### src/inc/level_monitor_pkg.sv
// Constants shared by the level-detect and signal-monitor block
package level_monitor_pkg;
    // ==========================================================
    // Widths and counts
    localparam int NCH     = 2;   // Converter channels
    localparam int MAG_W   = 13;  // Output magnitude width
    localparam int LVL_W   = 4;   // Early-stage fast level code
    localparam int PER_W   = 24;  // Measurement period width
    localparam int DWELL_W = 16;  // Dwell time width
    localparam int RES_W   = 20;  // Monitor result width
    localparam int ACC_W   = 24;  // Power accumulator width
    localparam int PWR_W   = 11;  // Per-sample power width
    localparam int ROOT_W  = 12;  // Square root width
    localparam int NKIND   = 3;   // Rms, peak, crossing
    localparam int SER_W   = NCH * NKIND * RES_W;
    localparam int LEFT_W  = 7;   // Serial bit counter width
    // ==========================================================
    // Latencies in sample clocks and scaling shifts
    localparam int OVR_LAT = 12;  // Pipeline overrange delay
    localparam int FD_SLOW = 4;   // Extra pin stages, modes 1..3
    localparam int PWR_SHIFT = 15; // Power scaling
    localparam int RES_SHIFT = 8;  // Root to result alignment
    // ==========================================================
    // Register offsets
    localparam logic [9:0] ADR_FD_SEL  = 10'h104;
    localparam logic [9:0] ADR_COARSE  = 10'h105;
    localparam logic [9:0] ADR_FHI_L   = 10'h106;
    localparam logic [9:0] ADR_FHI_H   = 10'h107;
    localparam logic [9:0] ADR_FLO_L   = 10'h108;
    localparam logic [9:0] ADR_FLO_H   = 10'h109;
    localparam logic [9:0] ADR_DWL_L   = 10'h10A;
    localparam logic [9:0] ADR_DWL_H   = 10'h10B;
    localparam logic [9:0] ADR_SER     = 10'h111;
    localparam logic [9:0] ADR_MON     = 10'h112;
    localparam logic [9:0] ADR_PER0    = 10'h113;
    localparam logic [9:0] ADR_PER1    = 10'h114;
    localparam logic [9:0] ADR_PER2    = 10'h115;
    localparam logic [9:0] ADR_RES     = 10'h116;
    localparam logic [9:0] ADR_RES_END = 10'h11B;
    // ==========================================================
    // Field positions and reset value
    localparam int FD_SEL_LSB   = 1;
    localparam int MON_EN_BIT   = 0;
    localparam int MON_MODE_LSB = 1;
    localparam int SER_RMS_BIT  = 0;
    localparam int SER_PEAK_BIT = 1;
    localparam int SER_XING_BIT = 2;
    localparam logic [7:0] BYTE_RST = 8'h00;
    // ==========================================================
    // Fast detect pin modes
    localparam logic [2:0] FD_MAG       = 3'h0;
    localparam logic [2:0] FD_MAG_OVR   = 3'h1;
    localparam logic [2:0] FD_MAG_OVR_L = 3'h2;
    localparam logic [2:0] FD_MAG_CU_L  = 3'h3;
    localparam logic [2:0] FD_TRIPS     = 3'h4;
    localparam logic [2:0] FD_GAIN      = 3'h5;
    // Monitor modes
    localparam logic [1:0] MON_RMS  = 2'h0;
    localparam logic [1:0] MON_PEAK = 2'h1;
endpackage

### src/rtl/level_monitor.sv
// Level detection, gain flags and signal monitor for both channels
//
// Operation
// - Overrange flag twelve samples after input
// - Gain combinations only in modes 010..101
// - Coarse flag when fast level reaches or exceeds code
// - Coarse flag two samples after crossing
// - Coarse flag held at least two samples
// - Codes 000..111 map to rising trip levels
// - Fine high flag above 13-bit threshold
// - Fine low flag below 13-bit threshold
// - Lower gain uses coarse comparison
// - Raise gain after dwell below fine low
// - Dwell is 16 bits in sample clocks
// - 20-bit monitor result per channel, readable
// - Serial output sends each enabled result
// - Period is 24 bits, 128 up to 2^24
// - Peak mode by mode 1 or enable
// - Peak seeded then keeps larger magnitude
// - At count one store peak, reload, restart
// - Rms mode by mode 0 or enable
// - Square each sample, accumulate 24 bits
// - At count one store root, reload, restart
// - Pins delayed six samples in modes 1..3
// - Monitor runs only while enable bit set
`timescale 1ns/10ps
module level_monitor
    import level_monitor_pkg::*;
(
    input  wire logic                        mclk,
    input  wire logic                        rst_n,
    input  wire logic                        regWrite,
    input  wire logic                        regRead,
    input  wire logic [9:0]                  regAddr,
    input  wire logic [7:0]                  regWdata,
    output logic      [7:0]                  regRdata,
    input  wire logic [NCH-1:0]              overInput,
    input  wire logic [NCH-1:0][LVL_W-1:0]   fastLevel,
    input  wire logic [NCH-1:0][MAG_W-1:0]   magnitude,
    output logic      [NCH-1:0]              overrangeFlag,
    output logic      [NCH-1:0]              coarseHighTripFlag,
    output logic      [NCH-1:0]              fineHighTripFlag,
    output logic      [NCH-1:0]              fineLowTripFlag,
    output logic      [NCH-1:0]              raiseGainFlag,
    output logic      [NCH-1:0]              lowerGainFlag,
    output logic      [NCH-1:0][3:0]         fastDetectPins,
    output logic                             monSerialFrame,
    output logic                             monSerialData
);

    // ==========================================================
    // State
    typedef struct packed {
        logic [2:0]                     fdSel;    // Pin mode
        logic [2:0]                     coarse;   // Coarse code
        logic [15:0]                    fineHi;   // Fine high trip
        logic [15:0]                    fineLo;   // Fine low trip
        logic [DWELL_W-1:0]             dwell;    // Dwell time
        logic [7:0]                     serCtrl;  // Serial enables
        logic [7:0]                     monCtrl;  // Monitor control
        logic [PER_W-1:0]               period;   // Measure period
        logic [7:0]                     rdata;    // Read data
        logic                           monRun;   // Enable seen
        logic [NCH-1:0][OVR_LAT-1:0]    ovrPipe;  // Overrange delay
        logic [NCH-1:0][LVL_W-1:0]      lvl1;     // Fast level stage
        logic [NCH-1:0]                 cFlag;    // Coarse flag
        logic [NCH-1:0]                 cAged;    // Held two cycles
        logic [NCH-1:0]                 fHi;      // Fine high flag
        logic [NCH-1:0]                 fLo;      // Fine low flag
        logic [NCH-1:0][DWELL_W-1:0]    dwellCnt; // Low run length
        logic [NCH-1:0]                 raise;    // Raise gain
        logic [NCH-1:0][FD_SLOW-1:0][3:0] fdPipe; // Slow pin path
        logic [NCH-1:0][3:0]            fdOut;    // Pin outputs
        logic [NCH-1:0][PER_W-1:0]      perCnt;   // Period timer
        logic [NCH-1:0][MAG_W-1:0]      peak;     // Hidden peak
        logic [NCH-1:0][ACC_W-1:0]      acc;      // Power sum
        logic [NCH-1:0][RES_W-1:0]      xcnt;     // Crossing count
        logic [NCH-1:0][RES_W-1:0]      resRms;   // Held rms
        logic [NCH-1:0][RES_W-1:0]      resPeak;  // Held peak
        logic [NCH-1:0][RES_W-1:0]      resX;     // Held crossings
        logic [SER_W-1:0]               serShift; // Serial word
        logic [LEFT_W-1:0]              serLeft;  // Bits to send
        logic                           serFrame; // Frame pulse
        logic                           serData;  // Serial bit
    } state_t;

    state_t s;       // Registered state
    state_t next_s;  // Next state

    // ==========================================================
    // Helpers
    // Fast level clipped to three bits for the narrow pin modes
    function automatic logic [2:0] clip3(input logic [LVL_W-1:0] l);
        return l[LVL_W-1] ? 3'h7 : l[2:0];
    endfunction

    // Pin word for each mode; modes 6 and 7 carry nothing
    function automatic logic [3:0] fdWord(
        input logic [2:0] m, input logic [LVL_W-1:0] l,
        input logic ovr, input logic cu, input logic fu,
        input logic fl, input logic ig, input logic dg);
        logic [2:0] c;
        c = clip3(l);
        case (m)
            FD_MAG:       fdWord = l;
            FD_MAG_OVR:   fdWord = {c, ovr};
            FD_MAG_OVR_L: fdWord = {c[2:1], ovr, fl};
            FD_MAG_CU_L:  fdWord = {c[2:1], cu, fl};
            FD_TRIPS:     fdWord = {ovr, cu, fu, fl};
            FD_GAIN:      fdWord = {ovr, fu, ig, dg};
            default:      fdWord = 4'h0;
        endcase
    endfunction

    // Sample power; squaring exactly stands in for float squaring
    function automatic logic [PWR_W-1:0] power(
        input logic [MAG_W-1:0] m);
        logic [2*MAG_W-1:0] sq;
        sq = (2*MAG_W)'(m) * (2*MAG_W)'(m);
        return sq[2*MAG_W-1 -: PWR_W];
    endfunction

    // Saturating add keeps long periods from wrapping to small
    function automatic logic [ACC_W-1:0] accAdd(
        input logic [ACC_W-1:0] a, input logic [PWR_W-1:0] p);
        logic [ACC_W:0] sum;
        sum = {1'b0, a} + (ACC_W+1)'(p);
        return sum[ACC_W] ? '1 : sum[ACC_W-1:0];
    endfunction

    // Bitwise square root, one result bit per step
    function automatic logic [ROOT_W-1:0] isqrt(
        input logic [ACC_W-1:0] v);
        logic [ROOT_W-1:0] r;
        r = '0;
        for (int i = ROOT_W-1; i >= 0; i--) begin
            r[i] = 1'b1;
            if (ACC_W'(r) * ACC_W'(r) > v) begin
                r[i] = 1'b0;
            end
        end
        return r;
    endfunction

    // ==========================================================
    // Next-state logic
    always_comb begin
        logic run, start, doneNow, cmp, lo, hit;
        logic peakOn, rmsOn, xOn;
        logic [MAG_W-1:0] mag, peakNew;
        logic [ACC_W-1:0] accNew;
        logic [RES_W-1:0] xNew, word;
        logic [PWR_W-1:0] pwr;
        logic [7:0] rd;
        logic [9:0] idx;
        logic [1:0] nKind;
        logic [SER_W-1:0] pack;
        int pos;
        run = s.monCtrl[MON_EN_BIT];
        start = run & ~s.monRun;
        doneNow = 1'b0;
        cmp = 1'b0;
        lo = 1'b0;
        hit = 1'b0;
        peakOn = (s.monCtrl[MON_MODE_LSB+:2] == MON_PEAK)
                 | s.serCtrl[SER_PEAK_BIT];
        rmsOn = (s.monCtrl[MON_MODE_LSB+:2] == MON_RMS)
                | s.serCtrl[SER_RMS_BIT];
        xOn = s.monCtrl[MON_MODE_LSB+1] | s.serCtrl[SER_XING_BIT];
        mag = '0;
        peakNew = '0;
        accNew = '0;
        xNew = '0;
        word = '0;
        pwr = '0;
        rd = BYTE_RST;
        idx = '0;
        nKind = '0;
        pack = '0;
        pos = 0;
        next_s = s;
        next_s.monRun = run;
        next_s.serFrame = 1'b0;

        // Register writes, byte-wide at their own offsets
        if (regWrite) begin
            case (regAddr)
                ADR_FD_SEL: next_s.fdSel = regWdata[FD_SEL_LSB+:3];
                ADR_COARSE: next_s.coarse = regWdata[2:0];
                ADR_FHI_L:  next_s.fineHi[7:0] = regWdata;
                ADR_FHI_H:  next_s.fineHi[15:8] = regWdata;
                ADR_FLO_L:  next_s.fineLo[7:0] = regWdata;
                ADR_FLO_H:  next_s.fineLo[15:8] = regWdata;
                ADR_DWL_L:  next_s.dwell[7:0] = regWdata;
                ADR_DWL_H:  next_s.dwell[15:8] = regWdata;
                ADR_SER:    next_s.serCtrl = regWdata;
                ADR_MON:    next_s.monCtrl = regWdata;
                ADR_PER0:   next_s.period[7:0] = regWdata;
                ADR_PER1:   next_s.period[15:8] = regWdata;
                ADR_PER2:   next_s.period[23:16] = regWdata;
                default:    ;                   // Unmapped: ignored
            endcase
        end

        // Channels run side by side with no shared state
        for (int c = 0; c < NCH; c++) begin
            mag = magnitude[c];
            next_s.ovrPipe[c] = {s.ovrPipe[c][OVR_LAT-2:0],
                                 overInput[c]};
            next_s.lvl1[c] = fastLevel[c];
            // Level code n already means above the n-th trip level
            cmp = s.lvl1[c] >= {1'b0, s.coarse};
            // Age bit stops a one-sample blip from releasing early
            next_s.cFlag[c] = cmp | (s.cFlag[c] & ~s.cAged[c]);
            next_s.cAged[c] = s.cFlag[c] & next_s.cFlag[c];
            next_s.fHi[c] = mag > s.fineHi[MAG_W-1:0];
            lo = mag < s.fineLo[MAG_W-1:0];
            next_s.fLo[c] = lo;
            // Run length of low samples, saturating at full count
            if (!lo) begin
                next_s.dwellCnt[c] = '0;
            end else if (s.dwellCnt[c] != '1) begin
                next_s.dwellCnt[c] = s.dwellCnt[c] + 1'b1;
            end
            next_s.raise[c] = lo
                && (next_s.dwellCnt[c] >= s.dwell);

            // Fast detect pins; slow modes take the longer path
            next_s.fdPipe[c][0] = fdWord(s.fdSel, s.lvl1[c],
                s.ovrPipe[c][OVR_LAT-1], s.cFlag[c], s.fHi[c],
                s.fLo[c], s.raise[c], s.cFlag[c]);
            for (int k = 1; k < FD_SLOW; k++) begin
                next_s.fdPipe[c][k] = s.fdPipe[c][k-1];
            end
            if (s.fdSel >= FD_MAG_OVR && s.fdSel <= FD_MAG_CU_L) begin
                next_s.fdOut[c] = s.fdPipe[c][FD_SLOW-1];
            end else begin
                next_s.fdOut[c] = next_s.fdPipe[c][0];
            end

            // Monitor: all three measures share one period timer
            pwr = power(mag);
            hit = mag > s.fineHi[MAG_W-1:0];
            peakNew = (mag > s.peak[c]) ? mag : s.peak[c];
            accNew = accAdd(s.acc[c], pwr);
            xNew = s.xcnt[c] + RES_W'(hit);    // Wraps, period permitting
            if (!run) begin
                next_s.perCnt[c] = '0;
            end else if (start) begin
                // Start sample counts, so load one short of the period
                next_s.perCnt[c] = s.period - 1'b1;
                next_s.peak[c] = mag;
                next_s.acc[c] = ACC_W'(pwr);
                next_s.xcnt[c] = RES_W'(hit);
            end else if (s.perCnt[c] == PER_W'(1)) begin
                if (peakOn) begin
                    next_s.resPeak[c] = RES_W'(peakNew);
                end
                if (rmsOn) begin
                    next_s.resRms[c] =
                        RES_W'(isqrt(accNew)) << RES_SHIFT;
                end
                if (xOn) begin
                    next_s.resX[c] = xNew;
                end
                next_s.perCnt[c] = s.period;
                next_s.peak[c] = '0;       // Next sample seeds the peak
                next_s.acc[c] = '0;
                next_s.xcnt[c] = '0;
                doneNow = 1'b1;
            end else begin
                next_s.perCnt[c] = s.perCnt[c] - 1'b1;
                next_s.peak[c] = peakNew;
                next_s.acc[c] = accNew;
                next_s.xcnt[c] = xNew;
            end
        end

        // Serial output: channel A then B, rms, peak, crossings
        nKind = 2'(s.serCtrl[SER_RMS_BIT]) + 2'(s.serCtrl[SER_PEAK_BIT])
              + 2'(s.serCtrl[SER_XING_BIT]);
        if (doneNow && nKind != 2'h0) begin
            for (int c = 0; c < NCH; c++) begin
                for (int k = 0; k < NKIND; k++) begin
                    word = (k == 0) ? next_s.resRms[c]
                         : (k == 1) ? next_s.resPeak[c]
                         : next_s.resX[c];
                    if (s.serCtrl[k]) begin
                        pack[SER_W-1-pos -: RES_W] = word;
                        pos = pos + RES_W;
                    end
                end
            end
            next_s.serShift = pack;
            next_s.serLeft = LEFT_W'(NCH * RES_W * int'(nKind));
            next_s.serFrame = 1'b1;
            next_s.serData = 1'b0;
        end else if (s.serLeft != '0) begin
            next_s.serData = s.serShift[SER_W-1];
            next_s.serShift = {s.serShift[SER_W-2:0], 1'b0};
            next_s.serLeft = s.serLeft - 1'b1;
        end else begin
            next_s.serData = 1'b0;
        end

        // Register reads answer on the next edge
        if (regAddr >= ADR_RES && regAddr <= ADR_RES_END) begin
            idx = regAddr - ADR_RES;
            word = (s.monCtrl[MON_MODE_LSB+1]) ? s.resX[idx / 3]
                 : (s.monCtrl[MON_MODE_LSB+:2] == MON_PEAK)
                   ? s.resPeak[idx / 3] : s.resRms[idx / 3];
            rd = 8'(word >> (8 * (idx % 3)));
        end else begin
            case (regAddr)
                ADR_FD_SEL: rd = {4'h0, s.fdSel, 1'b0};
                ADR_COARSE: rd = {5'h00, s.coarse};
                ADR_FHI_L:  rd = s.fineHi[7:0];
                ADR_FHI_H:  rd = s.fineHi[15:8];
                ADR_FLO_L:  rd = s.fineLo[7:0];
                ADR_FLO_H:  rd = s.fineLo[15:8];
                ADR_DWL_L:  rd = s.dwell[7:0];
                ADR_DWL_H:  rd = s.dwell[15:8];
                ADR_SER:    rd = s.serCtrl;
                ADR_MON:    rd = s.monCtrl;
                ADR_PER0:   rd = s.period[7:0];
                ADR_PER1:   rd = s.period[15:8];
                ADR_PER2:   rd = s.period[23:16];
                default:    rd = BYTE_RST;
            endcase
        end
        if (regRead) begin
            next_s.rdata = rd;
        end
    end

    // ==========================================================
    // State register, synchronous reset clears everything
    always_ff @(posedge mclk) begin
        if (!rst_n) begin
            s <= '0;
        end else begin
            s <= next_s;
        end
    end

    // ==========================================================
    // Outputs, all straight from flip-flops
    always_comb begin
        regRdata = s.rdata;
        monSerialFrame = s.serFrame;
        monSerialData = s.serData;
        fastDetectPins = s.fdOut;
        coarseHighTripFlag = s.cFlag;
        lowerGainFlag = s.cFlag;
        fineHighTripFlag = s.fHi;
        fineLowTripFlag = s.fLo;
        raiseGainFlag = s.raise;
        for (int c = 0; c < NCH; c++) begin
            overrangeFlag[c] = s.ovrPipe[c][OVR_LAT-1];
        end
    end
endmodule // level_monitor

### config.mk
export PLATFORM = sky130hd
export DESIGN_NAME = level_monitor
export DESIGN_NICKNAME = d
export VERILOG_FILES = /design/src/inc/level_monitor_pkg.sv /design/src/rtl/level_monitor.sv
export SDC_FILE = /design/constraint.sdc
export NUM_CORES = 2
export LEC_CHECK = 0
export BUFFER_PORTS_ARGS = -buffer_cell sky130_fd_sc_hd__buf_2
export CAP_MARGIN = 25
export CORE_MARGIN = 5
export CORE_UTILIZATION = 30
export CTS_BUF_LIST = sky130_fd_sc_hd__clkbuf_4
export DETAILED_ROUTE_END_ITERATION = 12
export SETUP_SLACK_MARGIN = 0.1
export SLEW_MARGIN = 20
export SYNTH_ARGS = -nofsm -noshare
export SYNTH_HDL_FRONTEND = slang
export SYNTH_SLANG_ARGS = --single-unit
### constraint.sdc
create_clock -name mclk -period 73.4 [get_ports mclk]
set_clock_uncertainty 0.05 [all_clocks]
set_input_delay 3.67 -clock mclk [delete_from_list [all_inputs] [get_ports mclk]]
set_output_delay 3.67 -clock mclk [all_outputs]
set_load 0.01 [all_outputs]
==> impl_metrics.ini <==
[synth]
synth_top_area_cell = dfxtp_1
synthTopCellsByCount = inv_1, ha_1, nor2_1
yosysWarnings = 0
syn_nets = 11700
syn_inst = 10100
syn_avg_cell_area_um2 = 7.87
synth_area_leaders = dfxtp_1, ha_1, fa_1
synth_top_area_share_pct = 15.8
syn_area_mm2 = 0.0795
yosysMostFrequentCell = inv_1
ys_seq_area_share_pct = 15.8
synth_edf_count = 0
synthDistinctLibCells = 108
synth_seq_cells = 628
async_reset_ff_share_pct = 0
ys.flop_type = dfxtp_1

[sta]
tightest_slew_ps = 1230
rsz0062_at_grt = no
fin_crit_ps = 68890
max_freq_mhz = 14.5
fin_setup_tns_ps = 0
maxSlewViolCount = 0
setup_viol = 0
hold_viol = 0
final.period_utilization_pct = 93.8
worst_slew_margin_rel_pct = 17.9

[detailed_routing]
drtIter0Drc = 7874
detail-route-antenna-nets = 0
wl_met3_mm = 24.1
totalWireLength_mm = 323
met1_length_mm = 140
wl_per_cell_um = 23.3
via_per_inst = 5.43
top_layer = met5
drc = 0
wl_met2_mm = 141
vias = 75200
drt-pass1-iter-count = 6

[setup_path]
cp_max_fo = 26
cp-end-kind = register
cp_slowest_cell = or4_1
cp.arrival_ps = 69920
reg2reg_from = s[289]
slowest_delay_ps = 750
start_kind = input port
path_class = in -> reg
required_ps = 74440
cp-startpoint = magnitude[14]

[die]
ios = 88
rows = 189
chipWidth_um = 525
start_util_pct = 30.1
die_area_mm2 = 0.275
coreArea_mm2 = 0.264
die_y_um = 525

[clocking]
h-tree-depth = 4
numCtsBuffers = 185
cts_tree = done
holdBufCountCts = 0
clk_pin_slew_ps = 70
root_buffer = clkbuf_4
insertion_delay_ps = 1300
ctsLongestPathBuffers = 3
cts_sinks = 628

[finish]
synthToLayoutAreaGrowth_pct = 9.18
nets = 11800
seq_area_mm2 = 0.0126
multi_input_area_mm2 = 0.0605
filler_cell_count = 28500
drive_gt1_share_pct = 7.83

[global_routing]
grt_start_max_net_pins = 157
grt_pass1_wl_mm = 480
antenna_found_initial = 9
track_usage_pct = 22.7
grt_pass1_vias = 73300
grt-ovfl-total = 0

[run]
drv_cap = 0

[placed_design]
place_congestion = 1.04
numPortBuffers = 87
dpl.hpwl_mm = 255

[min_path]
hold_start = next_s[444]
hold_path.class = reg -> reg

[run_status]
status = completed
[metal layers]
layer / vias up / global-route usage [%]
li1: 35000 / -
met1: 36500 / 30.5
met2: 3100 / 35.5
met3: 621 / 3.58
met4: 4 / 10.5
met5: - / 0
[path summary, 6_finish.rpt]
| check | end | slack (ps) | cells past startpoint |
|---|---|---|---|
| setup / recovery | s[97] | 4510 | 277 |
| hold / removal | next_s[448] | 320 | 1 |
| setup reg to reg | s[117] | 11730 | 267 |
| hold reg to reg | next_s[448] | 320 | 1 |
[state kept, by name, summed over array words and instances (netlist names)]
register and count:
coarseHighTripFlag 2, fastDetectPins 8, fineHighTripFlag 2, fineLowTripFlag 2
monSerialData 1, monSerialFrame 1, next_s 47, overrangeFlag 2
raiseGainFlag 2, regRdata 8, s 553
[layout make-up]
type	count	area share [%]
diodes	13	0.0375
well taps	3533	5.09
multi-input cells	7759	69.7
inverters	1275	5.54
flip-flops and latches	628	14.5
repair buffers	304	2.40
clock inverters	88	0.578
clock buffers	247	2.14
[worst max-delay path: cells and delay by family]
kind                       cells  cell delay [ps]
xor gates and xnor gates      12             1720
and+or+nand+nor               62            11380
AOI/OAI and AO/OA            103            22710
adders and majority gates     62            24840
buffers and inverters         38             5420
[logic make-up (layout without fill, tap and decap cells)]
kind of cell    after synthesis  in the layout  synth area share, %
xor+xnor                    438            438                 4.86
simple gates               3140           3140                 18.2
buf+inv                    1719           1914                 8.31
other cells                   2             15              0.00945
compound gates             2419           2419                 19.8
flops                       628            628                 15.8
fa+ha+maj                  1584           1584                 30.6
mux                         176            176                 2.45
[cell usage in the layout, fill, tap and decap left out, types with 41 or more instances in the layout]
cell type,count
inv_1,1255
ha_1,985
nand2_1,939
nor2_1,935
a21oi_1,725
dfxtp_1,626
fa_1,599
o21ai_0,457
xnor2_1,296
nand3_1,295
clkbuf_4,247
buf_4,211
nor3_1,202
a21o_1,196
and2_1,182
xor2_1,139
mux2i_1,109
and3_1,105
a22oi_1,105
a31oi_1,95
o21bai_1,91
nand4_1,90
buf_2,88
o22ai_1,83
nor2b_1,75
nand2b_1,70
a221oi_1,62
clkinv_1,58
o211ai_1,57
a211oi_1,56
mux2_2,49
o21a_1,49
or3_1,48
or2_2,47
a22o_1,42
o31ai_1,41
nor4_1,41
[through the flow]
stage	util (%)	hold WS (ps)	worst slack (ps)	instances	cell area [um^2]
after floorplan	-	362	7740	10100	79500
after global placement	31.9	363	2090	13500	84200
after detailed placement	31.9	367	1840	13500	84300
after CTS	32.8	314	3020	13800	86700
after global routing	32.8	336	310	13800	86800
final	32.8	315	4510	13800	86800
[timing repair]
action | in CTS | in global routing
setup endpoints to repair | 0 | 31
setup buffers | 0 | 4
hold endpoints to repair | 0 | 0
gates resized for setup | 0 | 14
Power is not shown: default switching activity piles up to over one toggle a cycle in this logic, so the estimate is an artifact.
